### src/hw/alcs_consts.svh
// Purpose: constants of the access lock and counter supervisor
// Assumes: 50 MHz mclk, synchronous active high reset
// Notes: times are kept in their own unit, cycle counts derived in code
//
// Overview of operation
// - IO-Link index 000C holds the access lock; bit 2 blocks keypad edits
// - remote lock outranks the PIN and survives leaving IO-Link mode
// - only an IO-Link write clears the remote lock, never the keypad
// - wrong PIN shows the failure message and menus stay locked
// - correct PIN opens edits; one minute without a change relocks
// - stored PIN 000 disables the menu lock permanently
// - the PIN resets to 000 so menus start unprotected
// - only PIN 001 to 999 enable the lock, keypad or IO-Link
// - factory reset restores configuration, setup and active profile
// - factory reset keeps counters, zero point and application tag
// - uncleared suction counter steps once per valid suction pulse
// - uncleared running counter steps once per second of run time
// - counter view starts at lowest block, right point flashing, keys step
// - serial number is shown in the same three digit blocks
// - holding up or down about three seconds scrolls fast
// - leaving an edit with a short menu press discards it; holding menu two seconds stores it
// - any error aborts the menu, shows its code, IO-Link reads it
// - board overtemperature switches the device off
// - supply out of tolerance enters an error state, shown and reported
// - four supply faults each have their own code
// - during a supply fault menus and inputs are ignored
// - during a supply fault the parts check output keeps working
// - during a supply fault vacuum generation is off
// - during a supply fault the up key shows supply voltages
`ifndef ALCS_CONSTS_SVH
`define ALCS_CONSTS_SVH

`define ALCS_CLK_NS 32'h00000014
`define ALCS_TICK_NS 32'h05F5E100
`define ALCS_SEC_NS 32'h3B9ACA00
`define ALCS_UNLOCK_S 32'h0000003C
`define ALCS_FAST_S 32'h00000003
`define ALCS_SAVE_S 32'h00000002

`define ALCS_IDX_LOCK 16'h000C
`define ALCS_LOCK_BIT 2
`define ALCS_IDX_PIN 16'h0040
`define ALCS_IDX_FRESET 16'h0041
`define ALCS_IDX_ERR 16'h0042
`define ALCS_IDX_CNT1_LO 16'h0043
`define ALCS_IDX_CNT1_HI 16'h0044
`define ALCS_IDX_CNT2_LO 16'h0045
`define ALCS_IDX_CNT2_HI 16'h0046
`define ALCS_IDX_TAG 16'h0047
`define ALCS_IDX_CFG 16'h0048
`define ALCS_IDX_PROF 16'h0049

`define ALCS_VAL_MAX 10'h3E7
`define ALCS_DIGIT_MAX 4'h9
`define ALCS_DIGIT_BASE 10'h00A
`define ALCS_PIN_LAST 2'h2
`define ALCS_BLK_LAST 2'h3
`define ALCS_PIN_RST 10'h000
`define ALCS_CFG_RST 10'h000
`define ALCS_PROF_RST 10'h000
`define ALCS_LOCK_RST 16'h0000
`define ALCS_TAG_RST 16'h0000

`define ALCS_ERR_NONE 8'h00
`define ALCS_ERR_UA_LOW 8'h05
`define ALCS_ERR_US_LOW 8'h07
`define ALCS_ERR_UA_HIGH 8'h15
`define ALCS_ERR_US_HIGH 8'h17
`define ALCS_ERR_TEMP 8'h0C

`define ALCS_DIV_B0 32'h00000001
`define ALCS_DIV_B1 32'h000003E8
`define ALCS_DIV_B2 32'h000F4240
`define ALCS_DIV_B3 32'h3B9ACA00

`endif

### src/hw/alcs_pkg.sv
// Purpose: shared types of the access lock and counter supervisor
// Assumes: included constants header for numbers
// Notes: types only
package alcs_pkg;
  typedef enum logic [2:0] {
    ST_IDLE, ST_PIN, ST_EDIT, ST_VIEW, ST_FAULT
  } alcs_state_t;
  typedef enum logic [2:0] {
    MSG_NONE, MSG_PIN_OK, MSG_PIN_BAD, MSG_LOCKED, MSG_ERR
  } alcs_msg_t;
  typedef enum logic [2:0] {
    IT_CFG, IT_PROF, IT_PIN, IT_FRESET, IT_CNT1, IT_CNT2, IT_SERIAL
  } alcs_item_t;
endpackage

### src/hw/alcs_blk.sv
// Purpose: picks one three digit decimal block of a value
// Assumes: blk 0 is the least significant block
// Notes: purely combinational
`timescale 1ns/100ps
`include "alcs_consts.svh"
module alcs_blk (
  input wire logic [31:0] value,
  input wire logic [1:0] blk,
  output logic [9:0] digits
);
  import alcs_pkg::*;
  logic [31:0] div;
  logic [31:0] quo;
  logic [31:0] rem;
  always_comb begin
    case (blk)
      2'h0: div = `ALCS_DIV_B0;
      2'h1: div = `ALCS_DIV_B1;
      2'h2: div = `ALCS_DIV_B2;
      default: div = `ALCS_DIV_B3;
    endcase
    quo = value / div;
    rem = quo % `ALCS_DIV_B1;
    digits = rem[9:0];
  end
endmodule

### src/hw/alcs_top.sv
// Purpose: access lock, PIN window, counters and fault supervision
// Assumes: keys, suction and fault pins are asynchronous
// Notes: IO-Link parameter port answers one cycle after a request
`timescale 1ns/100ps
`include "alcs_consts.svh"
module alcs_top #(
  parameter int unsigned TICK_CYC = `ALCS_TICK_NS / `ALCS_CLK_NS
) (
  input wire logic mclk,
  input wire logic reset,
  input wire logic key_menu,
  input wire logic key_up,
  input wire logic key_down,
  input wire logic suction_in,
  input wire logic sup_ua_low,
  input wire logic sup_ua_high,
  input wire logic sup_us_low,
  input wire logic sup_us_high,
  input wire logic temp_over,
  input wire logic parts_in,
  input wire logic [7:0] ext_err,
  input wire logic [9:0] volt_ua,
  input wire logic [9:0] volt_us,
  input wire logic [31:0] serial_no,
  input wire alcs_pkg::alcs_item_t sel_item,
  input wire logic iol_mode,
  input wire logic iol_wr,
  input wire logic iol_rd,
  input wire logic [15:0] iol_index,
  input wire logic [15:0] iol_wdata,
  output logic [15:0] iol_rdata,
  output logic iol_ack,
  output logic iol_nak,
  output logic [9:0] disp_val,
  output logic [3:0] disp_dp,
  output logic disp_blink,
  output alcs_pkg::alcs_msg_t disp_msg,
  output logic [7:0] err_code,
  output logic vac_en,
  output logic parts_out,
  output logic pump_off,
  output logic write_grant
);
  import alcs_pkg::*;

  localparam logic [31:0] TICK_LAST = 32'(TICK_CYC - 1);
  localparam logic [3:0] TICKS_SEC = 4'(`ALCS_SEC_NS / `ALCS_TICK_NS);
  localparam logic [9:0] UNLOCK_TICKS = 10'(`ALCS_UNLOCK_S * TICKS_SEC);
  localparam logic [7:0] FAST_TICKS = 8'(`ALCS_FAST_S * TICKS_SEC);
  localparam logic [7:0] SAVE_TICKS = 8'(`ALCS_SAVE_S * TICKS_SEC);

  // two stage synchronisers plus edge stage for the key, suction, supply and temperature pins
  logic [8:0] pin_raw, s1_r, s2_r, s3_r;
  assign pin_raw = {key_menu, key_up, key_down, suction_in, sup_ua_low,
                    sup_ua_high, sup_us_low, sup_us_high, temp_over};
  always_ff @(posedge mclk) begin
    if (reset) begin
      s1_r <= 9'h000;
      s2_r <= 9'h000;
      s3_r <= 9'h000;
    end else begin
      s1_r <= pin_raw;
      s2_r <= s1_r;
      s3_r <= s2_r;
    end
  end
  logic menu_s, up_s, down_s, suc_s, menu_fall, up_rise, down_rise, suc_rise;
  logic ua_low, ua_high, us_low, us_high, temp_s, fault;
  assign menu_s = s2_r[8];
  assign up_s = s2_r[7];
  assign down_s = s2_r[6];
  assign suc_s = s2_r[5];
  assign ua_low = s2_r[4];
  assign ua_high = s2_r[3];
  assign us_low = s2_r[2];
  assign us_high = s2_r[1];
  assign temp_s = s2_r[0];
  assign menu_fall = !menu_s && s3_r[8];
  assign up_rise = up_s && !s3_r[7];
  assign down_rise = down_s && !s3_r[6];
  assign suc_rise = suc_s && !s3_r[5];
  assign fault = ua_low || ua_high || us_low || us_high;

  // tick and second dividers
  logic [31:0] tick_cnt_r;
  logic [3:0] sec_cnt_r;
  logic tick_c, sec_tick_r;
  assign tick_c = (tick_cnt_r == TICK_LAST);
  always_ff @(posedge mclk) begin
    if (reset) begin
      tick_cnt_r <= 32'h0;
      sec_cnt_r <= 4'h0;
      sec_tick_r <= 1'b0;
    end else begin
      tick_cnt_r <= tick_c ? 32'h0 : tick_cnt_r + 32'h1;
      sec_tick_r <= 1'b0;
      if (tick_c) begin
        if (sec_cnt_r == TICKS_SEC - 4'h1) begin
          sec_cnt_r <= 4'h0;
          sec_tick_r <= 1'b1;
        end else begin
          sec_cnt_r <= sec_cnt_r + 4'h1;
        end
      end
    end
  end

  // key hold timers
  logic [7:0] menu_hold_r, up_hold_r, down_hold_r;
  always_ff @(posedge mclk) begin
    if (reset) begin
      menu_hold_r <= 8'h00;
      up_hold_r <= 8'h00;
      down_hold_r <= 8'h00;
    end else begin
      if (!menu_s) menu_hold_r <= 8'h00;
      else if (tick_c && menu_hold_r != 8'hFF) menu_hold_r <= menu_hold_r + 8'h1;
      if (!up_s) up_hold_r <= 8'h00;
      else if (tick_c && up_hold_r != 8'hFF) up_hold_r <= up_hold_r + 8'h1;
      if (!down_s) down_hold_r <= 8'h00;
      else if (tick_c && down_hold_r != 8'hFF) down_hold_r <= down_hold_r + 8'h1;
    end
  end
  logic menu_short, menu_long, step_up, step_down;
  assign menu_short = menu_fall && (menu_hold_r < SAVE_TICKS);
  assign menu_long = menu_s && tick_c && (menu_hold_r == SAVE_TICKS - 8'h1);
  assign step_up = up_rise || (up_s && tick_c && up_hold_r >= FAST_TICKS);
  assign step_down = down_rise ||
                     (down_s && tick_c && down_hold_r >= FAST_TICKS);

  // error code, supply faults first
  logic [7:0] err_c;
  logic err_act;
  always_comb begin
    if (ua_low) err_c = `ALCS_ERR_UA_LOW;
    else if (ua_high) err_c = `ALCS_ERR_UA_HIGH;
    else if (us_low) err_c = `ALCS_ERR_US_LOW;
    else if (us_high) err_c = `ALCS_ERR_US_HIGH;
    else if (temp_s) err_c = `ALCS_ERR_TEMP;
    else err_c = ext_err;
  end
  assign err_act = (err_c != `ALCS_ERR_NONE);

  // stored parameters and lock state
  logic [9:0] cfg_r, prof_r, pin_r, edit_r, pin_acc_r;
  logic [15:0] lock_r, tag_r;
  logic win_act_r;
  logic [9:0] win_cnt_r;
  logic lock_bit, grant_c, iol_w_c, iol_r_c, freset_c, commit_c;
  logic pin_ok_c, wr_rng;
  alcs_state_t state_r;
  alcs_item_t item_r;
  logic [3:0] dig_r;
  logic [1:0] pin_pos_r, blk_r;
  logic [9:0] pin_try_c;
  assign lock_bit = lock_r[`ALCS_LOCK_BIT];
  assign grant_c = !lock_bit &&
                   (pin_r == `ALCS_PIN_RST || win_act_r);
  assign iol_w_c = iol_mode && iol_wr;
  assign iol_r_c = iol_mode && iol_rd;
  assign wr_rng = (iol_wdata <= {6'h00, `ALCS_VAL_MAX});
  assign commit_c = (state_r == ST_EDIT) && menu_long && grant_c;
  assign freset_c = (iol_w_c && iol_index == `ALCS_IDX_FRESET) ||
                    (commit_c && item_r == IT_FRESET);
  assign pin_try_c = 10'(pin_acc_r * `ALCS_DIGIT_BASE + {6'h00, dig_r});
  assign pin_ok_c = (state_r == ST_PIN) && menu_short && !lock_bit &&
                    pin_pos_r == `ALCS_PIN_LAST &&
                    pin_try_c == pin_r;

  always_ff @(posedge mclk) begin
    if (reset) begin
      pin_r <= `ALCS_PIN_RST;
      cfg_r <= `ALCS_CFG_RST;
      prof_r <= `ALCS_PROF_RST;
    end else if (freset_c) begin
      pin_r <= `ALCS_PIN_RST;
      cfg_r <= `ALCS_CFG_RST;
      prof_r <= `ALCS_PROF_RST;
    end else if (iol_w_c && wr_rng) begin
      if (iol_index == `ALCS_IDX_PIN) pin_r <= iol_wdata[9:0];
      if (iol_index == `ALCS_IDX_CFG) cfg_r <= iol_wdata[9:0];
      if (iol_index == `ALCS_IDX_PROF) prof_r <= iol_wdata[9:0];
    end else if (commit_c) begin
      if (item_r == IT_PIN) pin_r <= edit_r;
      if (item_r == IT_CFG) cfg_r <= edit_r;
      if (item_r == IT_PROF) prof_r <= edit_r;
    end
  end
  // lock and tag change only over IO-Link, never by factory reset
  always_ff @(posedge mclk) begin
    if (reset) begin
      lock_r <= `ALCS_LOCK_RST;
      tag_r <= `ALCS_TAG_RST;
    end else if (iol_w_c) begin
      if (iol_index == `ALCS_IDX_LOCK) lock_r <= iol_wdata;
      if (iol_index == `ALCS_IDX_TAG) tag_r <= iol_wdata;
    end
  end

  // one minute unlock window
  always_ff @(posedge mclk) begin
    if (reset) begin
      win_act_r <= 1'b0;
      win_cnt_r <= 10'h000;
    end else if (pin_ok_c || commit_c) begin
      win_act_r <= 1'b1;
      win_cnt_r <= UNLOCK_TICKS;
    end else if (win_act_r && tick_c) begin
      if (win_cnt_r == 10'h001) win_act_r <= 1'b0;
      win_cnt_r <= win_cnt_r - 10'h001;
    end
  end

  // menu state machine
  always_ff @(posedge mclk) begin
    if (reset) begin
      state_r <= ST_IDLE;
      item_r <= IT_CFG;
      dig_r <= 4'h0;
      pin_pos_r <= 2'h0;
      pin_acc_r <= 10'h000;
      edit_r <= 10'h000;
      blk_r <= 2'h0;
      disp_msg <= MSG_NONE;
    end else if (fault) begin
      state_r <= ST_FAULT;
      disp_msg <= MSG_ERR;
    end else if (err_act) begin
      state_r <= ST_IDLE;
      disp_msg <= MSG_ERR;
    end else begin
      case (state_r)
        ST_IDLE: begin
          if (menu_short) begin
            item_r <= sel_item;
            blk_r <= 2'h0;
            disp_msg <= MSG_NONE;
            if (sel_item == IT_CNT1 || sel_item == IT_CNT2 ||
                sel_item == IT_SERIAL) begin
              state_r <= ST_VIEW;
            end else if (lock_bit) begin
              disp_msg <= MSG_LOCKED;
            end else if (!grant_c) begin
              state_r <= ST_PIN;
              dig_r <= 4'h0;
              pin_pos_r <= 2'h0;
              pin_acc_r <= 10'h000;
            end else begin
              state_r <= ST_EDIT;
              edit_r <= (sel_item == IT_PIN) ? pin_r :
                        (sel_item == IT_PROF) ? prof_r : cfg_r;
            end
          end
        end
        ST_PIN: begin
          if (step_up) dig_r <= (dig_r == `ALCS_DIGIT_MAX) ? 4'h0 : dig_r + 4'h1;
          else if (step_down)
            dig_r <= (dig_r == 4'h0) ? `ALCS_DIGIT_MAX : dig_r - 4'h1;
          else if (menu_short) begin
            dig_r <= 4'h0;
            pin_acc_r <= pin_try_c;
            pin_pos_r <= pin_pos_r + 2'h1;
            if (pin_pos_r == `ALCS_PIN_LAST) begin
              state_r <= ST_IDLE;
              disp_msg <= pin_ok_c ? MSG_PIN_OK : MSG_PIN_BAD;
            end
          end
        end
        ST_EDIT: begin
          if (step_up && edit_r != `ALCS_VAL_MAX) edit_r <= edit_r + 10'h001;
          else if (step_down && edit_r != 10'h000) edit_r <= edit_r - 10'h001;
          else if (menu_short || menu_long) state_r <= ST_IDLE;
        end
        ST_VIEW: begin
          if (step_up && blk_r != `ALCS_BLK_LAST) blk_r <= blk_r + 2'h1;
          else if (step_down && blk_r != 2'h0) blk_r <= blk_r - 2'h1;
          else if (menu_short) state_r <= ST_IDLE;
        end
        default: begin
          state_r <= ST_IDLE;
          disp_msg <= MSG_NONE;
        end
      endcase
    end
  end

  // counters that no command clears
  logic [31:0] cnt1_r, cnt2_r;
  always_ff @(posedge mclk) begin
    if (reset) cnt1_r <= 32'h0;
    else if (suc_rise && !fault) cnt1_r <= cnt1_r + 32'h1;
  end
  always_ff @(posedge mclk) begin
    if (reset) cnt2_r <= 32'h0;
    else if (sec_tick_r) cnt2_r <= cnt2_r + 32'h1;
  end

  // display path
  logic [31:0] view_src;
  logic [9:0] blk_digits;
  logic volt_sel_r;
  assign view_src = (item_r == IT_CNT1) ? cnt1_r :
                    (item_r == IT_CNT2) ? cnt2_r : serial_no;
  alcs_blk u_blk (
    .value(view_src),
    .blk(blk_r),
    .digits(blk_digits)
  );
  always_ff @(posedge mclk) begin
    if (reset) volt_sel_r <= 1'b0;
    else if (!fault) volt_sel_r <= 1'b0;
    else if (up_rise) volt_sel_r <= !volt_sel_r;
  end
  always_ff @(posedge mclk) begin
    if (reset) begin
      disp_val <= 10'h000;
      disp_dp <= 4'h0;
      disp_blink <= 1'b0;
    end else begin
      disp_dp <= 4'h0;
      disp_blink <= 1'b0;
      case (state_r)
        ST_FAULT: disp_val <= volt_sel_r ? volt_us : volt_ua;
        ST_PIN: disp_val <= {6'h00, dig_r};
        ST_EDIT: disp_val <= edit_r;
        ST_VIEW: begin
          disp_val <= blk_digits;
          disp_dp <= 4'h1 << blk_r;
          disp_blink <= (blk_r == 2'h0);
        end
        default: disp_val <= 10'h000;
      endcase
    end
  end

  // outputs, protection and IO-Link parameter port
  logic shutdown_r, ok_c;
  logic [15:0] rd_c;
  always_ff @(posedge mclk) begin
    if (reset) shutdown_r <= 1'b0;
    else if (temp_s) shutdown_r <= 1'b1;
  end
  always_ff @(posedge mclk) begin
    if (reset) begin
      vac_en <= 1'b0;
      parts_out <= 1'b0;
      pump_off <= 1'b0;
      err_code <= `ALCS_ERR_NONE;
      write_grant <= 1'b0;
    end else begin
      vac_en <= suc_s && !fault && !shutdown_r;
      parts_out <= parts_in;
      pump_off <= shutdown_r || temp_s;
      err_code <= err_c;
      write_grant <= grant_c;
    end
  end

  always_comb begin
    rd_c = 16'h0000;
    ok_c = 1'b1;
    case (iol_index)
      `ALCS_IDX_LOCK: rd_c = lock_r;
      `ALCS_IDX_TAG: rd_c = tag_r;
      `ALCS_IDX_PIN: begin rd_c = {6'h00, pin_r}; ok_c = !iol_wr || wr_rng; end
      `ALCS_IDX_CFG: begin rd_c = {6'h00, cfg_r}; ok_c = !iol_wr || wr_rng; end
      `ALCS_IDX_PROF: begin rd_c = {6'h00, prof_r}; ok_c = !iol_wr || wr_rng; end
      `ALCS_IDX_FRESET: rd_c = 16'h0000;
      `ALCS_IDX_ERR: begin rd_c = {8'h00, err_c}; ok_c = !iol_wr; end
      `ALCS_IDX_CNT1_LO: begin rd_c = cnt1_r[15:0]; ok_c = !iol_wr; end
      `ALCS_IDX_CNT1_HI: begin rd_c = cnt1_r[31:16]; ok_c = !iol_wr; end
      `ALCS_IDX_CNT2_LO: begin rd_c = cnt2_r[15:0]; ok_c = !iol_wr; end
      `ALCS_IDX_CNT2_HI: begin rd_c = cnt2_r[31:16]; ok_c = !iol_wr; end
      default: ok_c = 1'b0;
    endcase
  end
  always_ff @(posedge mclk) begin
    if (reset) begin
      iol_ack <= 1'b0;
      iol_nak <= 1'b0;
      iol_rdata <= 16'h0000;
    end else begin
      iol_ack <= (iol_w_c || iol_r_c) && ok_c;
      iol_nak <= (iol_w_c || iol_r_c) && !ok_c;
      if (iol_r_c) iol_rdata <= ok_c ? rd_c : 16'h0000;
    end
  end
endmodule

### config.mk
export PLATFORM = sky130hd
export DESIGN_NAME = alcs_top
export DESIGN_NICKNAME = d
export VERILOG_FILES = /design/src/hw/alcs_pkg.sv /design/src/hw/alcs_blk.sv /design/src/hw/alcs_top.sv
export VERILOG_INCLUDE_DIRS = /design/src /design/src/hw
export SDC_FILE = /design/constraint.sdc
export NUM_CORES = 2
export LEC_CHECK = 0
export BUFFER_PORTS_ARGS = -buffer_cell sky130_fd_sc_hd__buf_2
export CAP_MARGIN = 15
export CORE_MARGIN = 2
export CORE_UTILIZATION = 45
export CTS_CLUSTER_DIAMETER = 120
export DETAILED_ROUTE_END_ITERATION = 6
export SLEW_MARGIN = 25
export SYNTH_ARGS = -nofsm -noshare
export SYNTH_HDL_FRONTEND = slang
export SYNTH_HIERARCHICAL = 1
export SYNTH_SLANG_ARGS = --single-unit
### constraint.sdc
create_clock -name mclk -period 110.7 [get_ports mclk]
set_input_delay 11.07 -clock mclk [delete_from_list [all_inputs] [get_ports mclk]]
set_output_delay 11.07 -clock mclk [all_outputs]
set_load 0.05 [all_outputs]
==> results.md <==
* Worst setup skew after layout at approximately 0.033 ns
* Initial core utilization at 0.455
* WP data arrival at 89.97 ns
* Max-Slew Margin vs Limit at 0.254
* Max-capacitance violation count at 0
* Clock transition time at the flip-flop clock pins of the worst setup and hold paths at about 0.07 ns
* Synth warn at 6
* Number of vias in the routed layout at 53.1k
* Die ar. at 113000 um^2
* Synth Net Count at ~7.4k
* Last weighted congestion value of the routability-driven placer at ~0.98
* Detail-routed net length per standard cell at around 21 um
* Clk Latency, worst-skew pair at 0.56 ns
* Number of iterations in the first detailed-routing pass at 7
* Count of buffers added by post-CTS timing repair for setup at 0
* Instance count after placement with tap cells included at between 8k and 9k
* Clock sinks at 303
* Post-layout minimum cycle time at ~90 ns
* Vias in the first global route at just under 50k
* Final-report hold violation count at 0
* Post-synth ARST share at 0
* CTS-repair resized insts at 0
* Yosys top cell by area: sky130_fd_sc_hd__dfxtp_1
* Crit share post-route at 0.809
* Violations in the final reports: design-rule violations
* Global-route wire length before repair at roughly 280 mm
* Largest cells by area after synthesis: sky130_fd_sc_hd__dfxtp_1, sky130_fd_sc_hd__ha_1, sky130_fd_sc_hd__nor2_1
* Antenna violations before repair at 7
* Number of endpoints failing setup at the final stage at 0
* CTS tree: done
* Fraction of layout cells with a size suffix above 1 at 0.0969
* Non-filler cells, final at 8360
* Most common cell after layout, fill and taps aside: sky130_fd_sc_hd__nor2_1
* Overflow after GRT at 0
* Post-CTS Hold Buffers at 0
* Pin count of the biggest net entering global routing at between 90 and 100
* Area overhead of the layout relative to synthesis at 6.12%
* Critical Path Slowest Stage Cell: sky130_fd_sc_hd__or4_1
* Final total negative setup slack at 0 ns
* Max Clk Rate at around 11 MHz
* Status: complete, but fails checks
* Netlist Area Pre-Place at a little under 50000 um^2
* EDFF count, synth at 0
* DRT antenna net count at 0
* Floorplan Core Area at approximately 110000 um^2
* Sequential-to-total area share from yosys stat at 0.122
* Clock buffers created by TritonCTS at 35
* Synthesized area per cell at 7.21 um^2
* Horizontal die dimension at ~340 um
* Number of remaining DRC errors at 1
* Distinct cell type count after synthesis at about 170
* Iteration-0 DRC count of the detailed router at roughly 5.4k
* CTS Root Cell: sky130_fd_sc_hd__clkbuf_16
* Worst EP required at about 110 ns
* Final Net Count at 7364
* Detail-routed via count per cell at roughly 6.3
* Port Buffer Count at approximately 160
* Startpoint types: primary input
* Final-layout fill cell count at 11.1k
* Area share of the largest cell type after synthesis at 0.122
* HPWL Detailed at 141 mm
* Final Routed Wirelength at 180 mm
* Maximum fanout encountered on the critical timing path at 36
* Final-report max-slew violation count at 0
* Start-to-end type of the worst setup path: in2reg
* Worst-Margin Slew at approximately 1.1 ns
* Crit-path max cell delay at 0.88 ns
* Number of standard cells after synthesis at around 7k
* Worst min-delay path class: reg2reg
* Crit-path most repeated cell: sky130_fd_sc_hd__ha_1
* Top Ports at around 160
* Maximum level of the CTS H-tree at 2
* Setup crit end kind: flip-flop
* Setup repair after global routing missed its margin: false
* Commonest cells after routing, fill and taps aside: sky130_fd_sc_hd__nor2_1, sky130_fd_sc_hd__nand2_1, sky130_fd_sc_hd__a21oi_1
* Chip Height at 336 um
* FF+latch count, synth at just over 300
* Number of placement rows at approximately 120
* Worst-case clock buffer depth at 3
* Most frequently used flop master after synthesis: sky130_fd_sc_hd__dfxtp_1
* Area after detailed placement at between 50000 and 60000 um^2
* Overall track demand over capacity in global routing at 0.304
* Post-route design area at 52700 um^2
==> synth_stat cells (all sizes together), types with 138 or more instances <==
| library cell | count |
|---|---|
| xnor2 | 323 |
| o21ai | 416 |
| nor2 | 780 |
| dfxtp | 303 |
| a21o | 138 |
| nand2 | 637 |
| clkbuf | 215 |
| inv | 220 |
| mux2i | 156 |
| nor3 | 235 |
| nand3 | 232 |
| ha | 394 |
| a21oi | 525 |
| xor2 | 249 |
==> path summary, 6_finish.rpt <==
check	cells after the start	slack (ns)	from	end
worst max-delay path	297	21.14	serial_no[2]	disp_val[0]
worst min-delay path	1	0.41	shutdown_r	vac_en
worst max register to register	298	30.53	item_r[1]	disp_val[0]
worst min register to register	1	0.41	shutdown_r	vac_en
==> cell families (layout without fill, tap and decap cells) <==
kind of cell | count (synthesis) | in the layout | share of synthesized area
flip-flops | 303 | 303 | 0.122
AND/OR/NAND/NOR | 2783 | 2783 | 0.280
XOR/XNOR | 575 | 575 | 0.102
buffers and inverters | 510 | 508 | 0.0454
other | 0 | 2 | 0
AO/OA/AOI/OAI | 2065 | 2065 | 0.292
adder cells (fa/ha/maj) | 416 | 416 | 0.104
multiplexers | 232 | 232 | 0.0531
==> flip-flops by register name (all words and copies together) (netlist names), 4 cells and up <==
name and flops:
tag_r 16, iol_rdata 16, win_cnt_r 10, up_hold_r 8
pin_r 10, menu_hold_r 8, cfg_r 10, prof_r 10
pin_acc_r 9, s1_r 9, s3_r 4, disp_val 10
dig_r 4, cnt2_r 32, s2_r 9, edit_r 10
lock_r 16, cnt1_r 32, disp_dp 4, err_code 8
tick_cnt_r 32, down_hold_r 8, sec_cnt_r 4
==> cell type report <==
class                      instances  area [um^2]  area share
antenna                            2         5.00   0.0000950
clock buffer                      43          967      0.0184
clock inverter                    19          254     0.00482
inverter                         222          842      0.0160
multi-input combinational       6071        41400       0.786
sequential                       303         6070       0.115
tap                             1476         1850      0.0350
timing repair buffer             224         1300      0.0246
==> through the flow <==
| step | hold slack (ns) | setup WS, ns | utilization |
|---|---|---|---|
| after floorplan | 0.399 | 31.38 | - |
| after global placement | 0.406 | 23.22 | 0.471 |
| after detailed placement | 0.411 | 22.02 | 0.471 |
| after CTS | 0.413 | 22.25 | 0.482 |
| after global routing | 0.422 | 15.14 | 0.483 |
| final | 0.410 | 21.14 | 0.483 |
==> layer usage <==
metal,part of all wire,up-vias,GRT usage
met2,0.43,1929,0.471
met3,0.067,305,0.0309
met1,0.47,25200,0.437
li1,-,25600,-
met5,0.000061,-,0
met4,0.034,2,0.101
==> critical path, delay by kind of cell <==
kind | cells | cell delay [ns]
AOI/OAI and AO/OA | 130 | 33.58
and+or+nand+nor | 108 | 27.65
adders and majority gates | 29 | 10.30
xor gates and xnor gates | 9 | 2.71
buffers and inverters | 13 | 2.55
muxes | 8 | 1.76
Power is not shown: default switching activity piles up to over one toggle a cycle in this logic, so the estimate is an artifact.
